===== src/mps_pkg.sv =====
// package: selection codes, widths and bit positions for the panel block
package mps_pkg;

  // ==========================================================
  // selection group
  localparam int SEL_N = 20;
  localparam int SEL_W = 5;
  localparam int DISP_W = 16;
  localparam int BANK_W = 2;

  // one-of-N selection indices, in lamp order
  localparam logic [SEL_W-1:0] SEL_OPERAND = 5'h00;
  localparam logic [SEL_W-1:0] SEL_PREADD = 5'h01;
  localparam logic [SEL_W-1:0] SEL_AUX1 = 5'h02;
  localparam logic [SEL_W-1:0] SEL_AUX2 = 5'h03;
  localparam logic [SEL_W-1:0] SEL_STAT = 5'h04;
  localparam logic [SEL_W-1:0] SEL_MODN = 5'h05;
  localparam logic [SEL_W-1:0] SEL_INTID = 5'h06;
  localparam logic [SEL_W-1:0] SEL_CMDV = 5'h07;
  localparam logic [SEL_W-1:0] SEL_IODI = 5'h08;
  localparam logic [SEL_W-1:0] SEL_IOPD = 5'h09;
  localparam logic [SEL_W-1:0] SEL_IOBUS = 5'h0a;
  localparam logic [SEL_W-1:0] SEL_TEST = 5'h0b;
  localparam logic [SEL_W-1:0] SEL_RHOLD = 5'h0c;
  localparam logic [SEL_W-1:0] SEL_SHOLD = 5'h0d;
  localparam logic [SEL_W-1:0] SEL_MADR = 5'h0e;
  localparam logic [SEL_W-1:0] SEL_MDAT = 5'h0f;
  localparam logic [SEL_W-1:0] SEL_RA = 5'h10;
  localparam logic [SEL_W-1:0] SEL_RB = 5'h11;
  localparam logic [SEL_W-1:0] SEL_RC = 5'h12;
  localparam logic [SEL_W-1:0] SEL_RD = 5'h13;

  // ==========================================================
  // reset values and field positions (lamp 0 is the msb)
  localparam logic [SEL_W-1:0] SEL_RST = SEL_MADR;
  localparam logic [DISP_W-1:0] DISP_RST = 16'h0000;
  localparam int MOD_LO_POS = 5;
  localparam int CPU_ONE_POS = 13;
  localparam int DEV_LO_POS = 8;
  localparam logic [1:0] DIV_TERM = 2'h3;

  typedef enum logic [1:0] {
    MPS_ST_IDLE = 2'b00,
    MPS_ST_RUN = 2'b01,
    MPS_ST_WAIT = 2'b10
  } mps_step_st_t;

endpackage


===== src/mps_step_sync.sv =====
// two-flop synchroniser plus rising-edge detector for the step switch
module mps_step_sync
  import mps_pkg::*;
(
  // clock and reset
  input wire logic mclk,
  input wire logic reset_n,
  // raw switch and pulse
  input wire logic raw_in,
  output logic level_out,
  output logic rise_pulse
);

  logic s1_q;
  logic s2_q;
  logic s3_q;

  // ==========================================================
  // crossing
  always_ff @(posedge mclk or negedge reset_n) begin
    if (!reset_n) begin
      s1_q <= 1'b0;
      s2_q <= 1'b0;
      s3_q <= 1'b0;
    end else begin
      s1_q <= raw_in;
      s2_q <= s1_q;
      s3_q <= s2_q;
    end
  end

  // one pulse per press, however long held
  assign rise_pulse = s2_q & ~s3_q;
  assign level_out = s2_q;

endmodule


===== src/mps_sel_cell.sv =====
// one selection lamp cell: lights on its own push, dark on any other
module mps_sel_cell
  import mps_pkg::*;
(
  // clock and reset
  input wire logic mclk,
  input wire logic reset_n,
  // pushes
  input wire logic own_push,
  input wire logic any_push,
  input wire logic rst_val,
  // lamp
  output logic lamp_q
);

  logic lamp_d;

  // any other push clears this lamp, keeping the group one-hot
  assign lamp_d = any_push ? own_push : lamp_q;

  always_ff @(posedge mclk or negedge reset_n) begin
    if (!reset_n) begin
      lamp_q <= 1'b0;
    end else begin
      lamp_q <= lamp_d;
    end
  end

  logic unused_rst;
  assign unused_rst = rst_val;

endmodule


===== src/mps_panel.sv =====
// maintenance panel: cycle gating, source selection, lamp display, loads
module mps_panel
  import mps_pkg::*;
(
  // clock and reset
  input wire logic mclk,
  input wire logic reset_n,
  // operator switches, asynchronous
  input wire logic clk_inhibit_sw,
  input wire logic step_sw,
  input wire logic [SEL_N-1:0] sel_up_sw,
  input wire logic [SEL_N-1:0] sel_dn_sw,
  input wire logic alt_source_sw,
  input wire logic load_from_switches_sw,
  input wire logic load_from_display_sw,
  input wire logic mem_panel_op_sw,
  input wire logic [DISP_W-1:0] operator_word_switches,
  // processor sources, same clock
  input wire logic [DISP_W-1:0] operand_view,
  input wire logic [DISP_W-1:0] preadder_view,
  input wire logic [DISP_W-1:0] aux_index_one_view,
  input wire logic [DISP_W-1:0] aux_index_two_view,
  input wire logic [DISP_W-1:0] status_view,
  input wire logic [2:0] module_number_view,
  input wire logic cpu_is_one,
  input wire logic [DISP_W-1:0] interrupt_identity_view,
  input wire logic [2:0] io_command,
  input wire logic [7:0] io_device_number,
  input wire logic [DISP_W-1:0] source_bus,
  input wire logic [DISP_W-1:0] io_processor_data_in_view,
  input wire logic [DISP_W-1:0] io_data_bus_n,
  input wire logic [DISP_W-1:0] test_connector,
  input wire logic [DISP_W-1:0] r_bus_holding_view,
  input wire logic [DISP_W-1:0] s_bus_holding_view,
  input wire logic [DISP_W-1:0] scratch_pad_zero,
  input wire logic [BANK_W-1:0] absolute_bank_register,
  input wire logic [DISP_W-1:0] scratch_pad_one,
  input wire logic [DISP_W-1:0] stack_ra,
  input wire logic [DISP_W-1:0] stack_rb,
  input wire logic [DISP_W-1:0] stack_rc,
  input wire logic [DISP_W-1:0] stack_rd,
  // cycle control
  output logic cycle_enable,
  // lamps
  output logic [SEL_N-1:0] source_pick_lamps,
  output logic [DISP_W-1:0] display_lamps,
  output logic [BANK_W-1:0] bank_lamps,
  // load port
  output logic load_strobe,
  output logic [SEL_W-1:0] load_target,
  output logic [DISP_W-1:0] load_data,
  output logic mem_addr_hold
);

  // ==========================================================
  // switch synchronisers
  logic inh_s1_q, inh_s2_q;
  logic alt_s1_q, alt_s2_q;
  logic mem_s1_q, mem_s2_q;
  logic lsw_s1_q, lsw_s2_q, lsw_s3_q;
  logic ldp_s1_q, ldp_s2_q, ldp_s3_q;
  logic [SEL_N-1:0] up_s1_q, up_s2_q, up_s3_q;
  logic [SEL_N-1:0] dn_s1_q, dn_s2_q, dn_s3_q;
  logic [DISP_W-1:0] wsw_s1_q, wsw_s2_q;
  logic step_level;
  logic step_pulse;

  always_ff @(posedge mclk or negedge reset_n) begin
    if (!reset_n) begin
      {inh_s1_q, inh_s2_q, alt_s1_q, alt_s2_q} <= 4'h0;
      {mem_s1_q, mem_s2_q} <= 2'h0;
      {lsw_s1_q, lsw_s2_q, lsw_s3_q} <= 3'h0;
      {ldp_s1_q, ldp_s2_q, ldp_s3_q} <= 3'h0;
    end else begin
      inh_s1_q <= clk_inhibit_sw;
      inh_s2_q <= inh_s1_q;
      alt_s1_q <= alt_source_sw;
      alt_s2_q <= alt_s1_q;
      mem_s1_q <= mem_panel_op_sw;
      mem_s2_q <= mem_s1_q;
      lsw_s1_q <= load_from_switches_sw;
      lsw_s2_q <= lsw_s1_q;
      lsw_s3_q <= lsw_s2_q;
      ldp_s1_q <= load_from_display_sw;
      ldp_s2_q <= ldp_s1_q;
      ldp_s3_q <= ldp_s2_q;
    end
  end

  // selector pushes keep a third stage for their edge detectors
  always_ff @(posedge mclk or negedge reset_n) begin
    if (!reset_n) begin
      up_s1_q <= '0;
      up_s2_q <= '0;
      up_s3_q <= '0;
      dn_s1_q <= '0;
      dn_s2_q <= '0;
      dn_s3_q <= '0;
    end else begin
      up_s1_q <= sel_up_sw;
      up_s2_q <= up_s1_q;
      up_s3_q <= up_s2_q;
      dn_s1_q <= sel_dn_sw;
      dn_s2_q <= dn_s1_q;
      dn_s3_q <= dn_s2_q;
    end
  end

  // word switches only feed load data, so two stages suffice
  always_ff @(posedge mclk or negedge reset_n) begin
    if (!reset_n) begin
      wsw_s1_q <= DISP_RST;
      wsw_s2_q <= DISP_RST;
    end else begin
      wsw_s1_q <= operator_word_switches;
      wsw_s2_q <= wsw_s1_q;
    end
  end

  mps_step_sync u_step (
    .mclk(mclk),
    .reset_n(reset_n),
    .raw_in(step_sw),
    .level_out(step_level),
    .rise_pulse(step_pulse)
  );

  // ==========================================================
  // cycle gating: divide by four, single step under inhibit
  logic [1:0] div_q, div_d;
  logic div_term;
  mps_step_st_t st_q, st_d;

  assign div_term = (div_q == DIV_TERM);
  assign div_d = div_q + 2'h1;

  always_comb begin
    st_d = st_q;
    case (st_q)
      MPS_ST_IDLE: begin
        if (!inh_s2_q) begin
          st_d = MPS_ST_RUN;
        end else if (step_pulse) begin
          st_d = MPS_ST_WAIT;
        end
      end
      MPS_ST_RUN: begin
        if (inh_s2_q && div_term) begin
          st_d = MPS_ST_IDLE;
        end
      end
      MPS_ST_WAIT: begin
        if (div_term) begin
          st_d = inh_s2_q ? MPS_ST_IDLE : MPS_ST_RUN;
        end
      end
      default: begin
        st_d = MPS_ST_IDLE;
      end
    endcase
  end

  // one machine cycle ends on each divide-by-four terminal count in run or wait
  assign cycle_enable = div_term &&
    ((st_q == MPS_ST_RUN) || (st_q == MPS_ST_WAIT));

  always_ff @(posedge mclk or negedge reset_n) begin
    if (!reset_n) begin
      div_q <= 2'h0;
      st_q <= MPS_ST_IDLE;
    end else begin
      div_q <= div_d;
      st_q <= st_d;
    end
  end

  // ==========================================================
  // one-hot selection group
  logic [SEL_N-1:0] push;
  logic [SEL_N-1:0] push_below;
  logic [SEL_N-1:0] push_win;
  logic any_push;
  logic [SEL_N-1:0] sel_rst;

  // a push lights the lamp above (up) of index i, below (down) of i+1
  genvar gi;
  generate
    for (gi = 0; gi < SEL_N; gi++) begin : g_sel
      logic up_edge;
      logic dn_edge;
      assign up_edge = up_s2_q[gi] & ~up_s3_q[gi];
      if (gi == 0) begin : g_first
        assign dn_edge = 1'b0;
        assign push_below[gi] = 1'b0;
      end else begin : g_rest
        assign dn_edge = dn_s2_q[gi-1] & ~dn_s3_q[gi-1];
        assign push_below[gi] = push_below[gi-1] | push[gi-1];
      end
      assign push[gi] = up_edge | dn_edge;
      assign push_win[gi] = push[gi] & ~push_below[gi];
      assign sel_rst[gi] = (gi == int'(SEL_RST));
      mps_sel_cell u_cell (
        .mclk(mclk),
        .reset_n(reset_n),
        .own_push(push_win[gi]),
        .any_push(any_push),
        .rst_val(sel_rst[gi]),
        .lamp_q(source_pick_lamps[gi])
      );
    end
  endgenerate

  // simultaneous pushes: only the lowest pushed lamp lights, one-hot holds
  assign any_push = |push;

  logic [SEL_W-1:0] sel_idx;
  always_comb begin
    sel_idx = SEL_RST;
    for (int i = SEL_N - 1; i >= 0; i--) begin
      if (source_pick_lamps[i]) begin
        sel_idx = SEL_W'(i);
      end
    end
  end

  // ==========================================================
  // display mux; lamp 0 is the msb of the word
  logic [DISP_W-1:0] disp_d, disp_q;
  logic [BANK_W-1:0] bank_d, bank_q;
  logic [DISP_W-1:0] mod_word, cmd_word;

  // bit for lamp p sits at DISP_W-1-p
  assign mod_word = (DISP_W'(module_number_view) << (DISP_W-3-MOD_LO_POS)) |
    (DISP_W'(cpu_is_one) << (DISP_W-1-CPU_ONE_POS));
  assign cmd_word = (DISP_W'(io_command) << (DISP_W-DEV_LO_POS)) |
    DISP_W'(io_device_number);

  always_comb begin
    bank_d = '0;
    case (sel_idx)
      SEL_OPERAND: disp_d = operand_view;
      SEL_PREADD: disp_d = preadder_view;
      SEL_AUX1: disp_d = aux_index_one_view;
      SEL_AUX2: disp_d = aux_index_two_view;
      SEL_STAT: disp_d = status_view;
      SEL_MODN: disp_d = mod_word;
      SEL_INTID: disp_d = interrupt_identity_view;
      SEL_CMDV: disp_d = cmd_word;
      SEL_IODI: disp_d = source_bus;
      SEL_IOPD: disp_d = io_processor_data_in_view;
      SEL_IOBUS: disp_d = ~io_data_bus_n;
      SEL_TEST: disp_d = test_connector;
      SEL_RHOLD: disp_d = r_bus_holding_view;
      SEL_SHOLD: disp_d = s_bus_holding_view;
      SEL_MADR: begin
        disp_d = scratch_pad_zero;
        bank_d = absolute_bank_register;
      end
      SEL_MDAT: disp_d = scratch_pad_one;
      SEL_RA: disp_d = stack_ra;
      SEL_RB: disp_d = stack_rb;
      SEL_RC: disp_d = stack_rc;
      SEL_RD: disp_d = stack_rd;
      default: disp_d = DISP_RST;
    endcase
  end

  always_ff @(posedge mclk or negedge reset_n) begin
    if (!reset_n) begin
      disp_q <= DISP_RST;
      bank_q <= '0;
    end else begin
      disp_q <= disp_d;
      bank_q <= bank_d;
    end
  end

  assign display_lamps = disp_q;
  assign bank_lamps = bank_q;

  // ==========================================================
  // load register operations
  logic lsw_pulse, ldp_pulse;
  logic sel_loadable, stack_or_pad_one, store_ok;
  logic load_d, load_q;
  logic [DISP_W-1:0] ldata_d, ldata_q;
  logic [SEL_W-1:0] ltgt_q;

  assign lsw_pulse = lsw_s2_q & ~lsw_s3_q;
  assign ldp_pulse = ldp_s2_q & ~ldp_s3_q;
  // switch-loadable: memory views and the four stack registers only
  assign sel_loadable = (sel_idx >= SEL_MADR);
  assign stack_or_pad_one = (sel_idx >= SEL_RA) || (sel_idx == SEL_MDAT);
  // alt source shows other copies, so writing would hit the wrong one
  assign store_ok = !(stack_or_pad_one && alt_s2_q);
  assign load_d = store_ok &&
    ((lsw_pulse && sel_loadable) || ldp_pulse);
  assign ldata_d = lsw_pulse ? wsw_s2_q : disp_q;

  always_ff @(posedge mclk or negedge reset_n) begin
    if (!reset_n) begin
      load_q <= 1'b0;
      ldata_q <= DISP_RST;
      ltgt_q <= SEL_RST;
    end else begin
      load_q <= load_d;
      ldata_q <= ldata_d;
      ltgt_q <= sel_idx;
    end
  end

  assign load_strobe = load_q;
  assign load_data = ldata_q;
  assign load_target = ltgt_q;
  // panel memory ops route their address through scratch pad zero
  assign mem_addr_hold = mem_s2_q;

  logic unused_lvl;
  assign unused_lvl = step_level;

endmodule


===== config.mk =====
export PLATFORM = sky130hd
export DESIGN_NAME = mps_panel
export DESIGN_NICKNAME = d
export VERILOG_FILES = /design/src/mps_pkg.sv /design/src/mps_step_sync.sv /design/src/mps_sel_cell.sv /design/src/mps_panel.sv
export SDC_FILE = /design/constraint.sdc
export NUM_CORES = 1
export LEC_CHECK = 0
export BUFFER_PORTS_ARGS = -buffer_cell sky130_fd_sc_hd__buf_4
export CORE_AREA = 3 3 168 170
export DETAILED_ROUTE_END_ITERATION = 16
export DIE_AREA = 0 0 171 173
export SETUP_SLACK_MARGIN = 0.4
export SKIP_LAST_GASP = 1
export SLEW_MARGIN = 20
export SYNTH_ARGS = -nofsm -noshare
export SYNTH_HDL_FRONTEND = slang
export SYNTH_SLANG_ARGS = --single-unit

===== constraint.sdc =====
create_clock -name mclk -period 4.2 [get_ports mclk]
set_input_delay 0.84 -clock mclk [delete_from_list [all_inputs] [get_ports mclk]]
set_output_delay 0.84 -clock mclk [all_outputs]
set_load 0.02 [all_outputs]

**Yosys cells after proc, flatten, opt, wreduce, memory -nomap -nowiden**

Cells that the tools add are included.

- Bits in read-only memories: 0
- Output and inout bits: 62
- Memories kept: 0
- Latch bits: 0
- Register bits after elaboration: 228
- Word-level logic and storage cells: 282
- Memory bits (writable): 0
- Input port bits: 369

- Add/subtract/negate cells: 1
- Order comparisons: 2
- Mux-type cells: 29
- Shift-type cells: 0
- Multiply operators: 0
- Reductions and logical operators: 13
- Bitwise logic cells: 162
- Equal/unequal tests: 25
- Divide/modulo/power cells: 0

Operators with widths:

| operator | number |
|---|---|
| $pmux 16 s20 | 1 |
| $mux 5 | 20 |
| $and 1x1->1 | 61 |
| $not 1->1 | 61 |
| $eq 5x4->1 const B | 8 |
| $or 1x1->1 | 37 |
| $eq 5x3->1 const B | 4 |
| $eq 5x5->1 const B | 4 |
| $reduce_or 20->1 | 1 |
| $mux 16 | 1 |
| $not 16->16 | 1 |
| $or 11x3->11 | 1 |
| $or 11x8->11 | 1 |
| $eq 5x2->1 const B | 2 |
| $mux 2 | 5 |
| $pmux 2 s3 | 1 |
| $eq 5x1->1 const B | 1 |
| $ge 5x4->1 const B | 1 |
| $ge 5x5->1 const B | 1 |
| $logic_and 1x1->1 | 5 |
| $logic_not 5->1 | 1 |
| $eq 2x2->1 const B | 2 |
| $ne 2x2->1 const B | 2 |
| $logic_or 1x1->1 | 3 |
| 7 further kinds | 7 |

**Longest topological paths before layout**

- Depth after elaboration: 25
- Depth in mapped cells: 12
- Gate-level depth less buffers: 8

**By module**

Synthesis repeated with hierarchy kept, for this count alone.

- Cells, all modules: 749
- Area total of the unflattened synthesis: 9,212.6 µm²

By module, submodules not included:

| module | area each (µm²) | sequential area each (µm²) | cells an instance | instances |
|---|---|---|---|---|
| mps_panel | 8,323.0 | 5,133.7 | 705 | 1 |
| mps_sel_cell | 40.0 | 25.0 | 2 | 20 |
| mps_step_sync | 88.8 | 75.1 | 4 | 1 |

**Least setup slack after synthesis**

No wires, ideal clock.

- Path kind: flip-flop to flip-flop
- From: reg g_sel[16].u_cell.lamp_q
- To: reg disp_q[14], in the netlist display_lamps[14]
- Clock period less this slack: 2,445 ps
- Setup slack: 1,755 ps
- Path buffers: 1
- Data required time: 4,061 ps
- Cell stages (with the launch flop): 9
- Setup time: 139 ps
- Arrival time: 2,306 ps
- Cells stage by stage: dfrtp_1 -> or4_4 -> and3_4 -> nand2_4 -> inv_2 -> buf_6 -> a222oi_1 -> o22ai_1 -> or4b_1

- Cells in the longest elaborated chain, start to end: 19
- Elaborated cells on any way between the ends: 38
- Those cells by class: 19 x eq/ne; 18 x mux; 1 x reduce/logical

RTL lines:

| what | line | text |
|---|---|---|
| start: declaration | mps_sel_cell.sv:13 | `output logic lamp_q` |
| start signal: assignment | mps_sel_cell.sv:25 | `lamp_q <= lamp_d;` |
| $mux 5 (*) (17 in a row) | mps_panel.sv:220 | `if (source_pick_lamps[i]) begin` |
| $eq 5x5->1, or another cell as far along | mps_panel.sv:240 | `case (sel_idx)` |
| $pmux 16 s20 (*) | mps_panel.sv:240 |  |
| net disp_d[14] | mps_panel.sv:228 | `logic [DISP_W-1:0] disp_d, disp_q;` |
| end signal: assignment | mps_panel.sv:273 | `disp_q <= disp_d;` |
| end: declaration | mps_panel.sv:228 |  |

The timed path passes the listed nets; every way through them passes the cells marked *.
A chain may end at the register's enable or synchronous reset.

**Final worst setup path**

- From: reg g_sel[6].u_cell.lamp_q
- To: reg disp_q[1], in the netlist display_lamps[1]

- Cells in the longest elaborated chain, start to end: 9
- Elaborated cells on any way between the ends: 28
- Those cells by class: 19 x eq/ne; 8 x mux; 1 x reduce/logical

RTL lines:

| what | line |
|---|---|
| start: declaration | mps_sel_cell.sv:13 |
| start signal: assignment | mps_sel_cell.sv:25 |
| $mux 5 (*) (7 in a row) | mps_panel.sv:220 |
| $eq 5x5->1, or another cell as far along | mps_panel.sv:240 |
| $pmux 16 s20 (*) | mps_panel.sv:240 |
| net disp_d[1] | mps_panel.sv:228 |

Marks and branches as above.

==> flow_summary.json <==
{
  "routabilityCongestion": 0.930,
  "p_clk_frac": 0.379,
  "synth-edff-count": 0,
  "layout_commonest_cell": "buf_4",
  "ys_ff_latch": 228,
  "dp_hpwl_um": 32000,
  "grt_pass1_wl_um": 57200,
  "ys_types": 74,
  "end_kind": "register",
  "arrival_ps": 3700,
  "cts_tree": "yes",
  "drc": 0,
  "r2r_start": "g_sel[6].u_cell.lamp_q$_DFFE_PN0P_",
  "final_cells": 1571,
  "ys_seq_area_frac": 0.602,
  "hold_path_depth": 0,
  "setup_tns_ps": 0,
  "r2r_cells": 6,
  "min_period_ps": 3340,
  "ys.flop_type": "dfrtp_1",
  "track_usage": 0.263,
  "rsz0062_at_grt": "false",
  "cts_made_buffers": 24,
  "r2r_slack_ps": 860,
  "grt_pass1_vias": 8572,
  "routedWlPerCell_um": 26.0,
  "hold_path.class": "reg2reg",
  "syn_avg_cell_area_um2": 12.0,
  "first_iter_violations": 808,
  "status": "completed",
  "hold_viol": 0,
  "drt_wl_total_um": 40800,
  "hold_slack_ps": 343,
  "core_area_um2": 26900,
  "clock_latency_ps": 530,
  "comb_power_share": 0.191,
  "die_x_um": 171,
  "cp_max_fo": 13,
  "cts-root-buf": "clkbuf_16",
  "worst_pin_slew_ps": 1130,
  "switching_power_mw": 1.53,
  "synthCells": 792,
  "max_freq_ghz": 0.300,
  "cts_setup_buffers": 0,
  "criticalPathCategory": "reg2reg",
  "initial_utilization": 0.353,
  "clock_path_buffers": 3,
  "setup_viol": 0,
  "setup_ws_ps": 865,
  "grt-ovfl-total": 0,
  "path_clk_slew_ps": 70,
  "intPower_mw": 4.16,
  "antenna_found_initial": 18,
  "post-place-ws_ps": 922,
  "relSlewSlack": 0.245,
  "hp-start": "alt_s1_q$_DFF_PN0_",
  "ios": 431,
  "drt_first_pass_iters": 9,
  "die_height_um": 173,
  "hold_buffers": 0,
  "maxSlewViolCount": 0,
  "r2r_end": "display_lamps[1]$_DFF_PN0_",
  "postLayoutCoreUtil": 0.513,
  "powerDensity_nw_per_um2": 412,
  "min_to": "alt_s2_q$_DFF_PN0_",
  "place_inst": 1516,
  "num_vias": 8515,
  "antenna_left": 0,
  "yosys_warnings": 0,
  "cts_resized": 0,
  "via_per_inst": 5.42,
  "p_seq_frac": 0.430,
  "swShare": 0.270,
  "layout-drive-gt1-share": 0.441,
  "syn_area_um2": 9480,
  "leakage_nw": 6.57,
  "syn_to_final_growth_pct": 45.5,
  "maxCapViolCount": 0,
  "syn_nets": 1165,
  "required_ps": 4570,
  "synthArstFlopShare": 1.00,
  "finalNetCount": 1574,
  "finalCritPeriodShare": 0.794,
  "rows": 60,
  "htreeDepth": 1,
  "startpoint_type": "register",
  "fin_skew_ps": 19.3,
  "clock_sinks": 228,
  "final_cell_mix": "448 x buf_4, 225 x dfrtp_1, 40 x nor2_1, 40 x nand2_1, 39 x inv_1",
  "dieArea_um2": 29600,
  "ir_drop_v": 0.000396,
  "grt_max_degree": 108,
  "portBuffers": 429
}
stage by stage:
step                      power, mW  cell area (um2)
final                          5.69            13800
after global placement         3.56            12900
after global routing           5.94            13800
after floorplan                2.93             9480
after detailed placement       3.58            12900
after CTS                      5.76            13800
logic make-up after synthesis:
group                    share of synthesized area
AO/OA/AOI/OAI                                0.204
multiplexers                                0.0223
buffers and inverters                       0.0589
adder cells (fa/ha/maj)                    0.00528
flip-flops                                   0.602
AND/OR/NAND/NOR                              0.108
state kept, by name, summed over array words and instances (netlist names), 2 cells and up:
register,cells
g_sel.u_cell.lamp_q,20
up_s1_q,20
up_s2_q,20
up_s3_q,20
dn_s1_q,19
dn_s2_q,19
dn_s3_q,19
display_lamps,16
load_data,16
wsw_s1_q,16
wsw_s2_q,16
load_target,5
bank_lamps,2
div_q,2
st_q,2
layer usage:
metal / vias to the layer above / share of wire / track usage
met4: 14 / 0.049 / 0.121
met3: 98 / 0.087 / 0.0727
met1: 4208 / 0.37 / 0.313
met5: - / 0.0022 / 0
li1: 3812 / - / -
met2: 383 / 0.49 / 0.441
synth_stat cells, types with 13 or more instances:
| library cell | number | area, um2 |
|---|---|---|
| dfrtp_1 | 225 | 5630 |
| buf_4 | 22 | 165 |
| inv_1 | 39 | 146 |
| o21ai_0 | 27 | 135 |
| nand2_1 | 40 | 150 |
| a22o_1 | 22 | 193 |
| a21oi_1 | 22 | 110 |
| a222oi_1 | 30 | 300 |
| a22oi_1 | 27 | 203 |
| clkbuf_1 | 23 | 86.3 |
| a221oi_1 | 15 | 131 |
| mux2_2 | 17 | 191 |
| and3_1 | 16 | 100 |
| nand2b_1 | 13 | 81.3 |
| o22ai_1 | 18 | 113 |
| nor2_1 | 40 | 150 |
| buf_2 | 14 | 70.1 |
power groups by stage:
stage	Sequential (mW)	Combinational, mW	Clock [mW]
after global placement	2.48	1.08	0
after detailed placement	2.49	1.09	0
after global routing	2.46	1.17	2.31
after floorplan	2.55	0.378	0
after CTS	2.45	1.09	2.22
final	2.44	1.09	2.16
worst max-delay path by stage:
| stage | startpoint | endpoint | slack [ps] | depth (start not counted) |
|---|---|---|---|---|
| 2_1_floorplan | g_sel[16].u_cell.lamp_q$_DFFE_PN0P_ | display_lamps[14]$_DFF_PN0_ | 1760 | 8 |
| 3_3_place_gp | g_sel[3].u_cell.lamp_q$_DFFE_PN0P_ | display_lamps[8]$_DFF_PN0_ | 970 | 6 |
| 3_5_place_dp | g_sel[6].u_cell.lamp_q$_DFFE_PN0P_ | display_lamps[0]$_DFF_PN0_ | 920 | 6 |
| 4_1_cts | g_sel[6].u_cell.lamp_q$_DFFE_PN0P_ | display_lamps[0]$_DFF_PN0_ | 880 | 6 |
| 5_1_grt | g_sel[6].u_cell.lamp_q$_DFFE_PN0P_ | display_lamps[8]$_DFF_PN0_ | 700 | 6 |
| 6_report | g_sel[6].u_cell.lamp_q$_DFFE_PN0P_ | display_lamps[1]$_DFF_PN0_ | 860 | 6 |
layout make-up:
| class | instances | area [um2] |
|---|---|---|
| flip-flops and latches | 228 | 5710 |
| clock buffers | 29 | 629 |
| multi-input cells | 456 | 3250 |
| well taps | 341 | 427 |
| repair buffers | 451 | 3420 |
| diodes | 11 | 27.5 |
| fillers | 2470 | 13100 |
| clock inverters | 15 | 189 |
| inverters | 40 | 150 |
critical path: stages, from the launching register on:
cell and delay, ps:
dfrtp_1 460, nor4_1 620, o21a_1 460, or4_1 620, nor2_1 110, nor4b_1 730
nand3_1 150
Power figures use the tool's default switching activity.
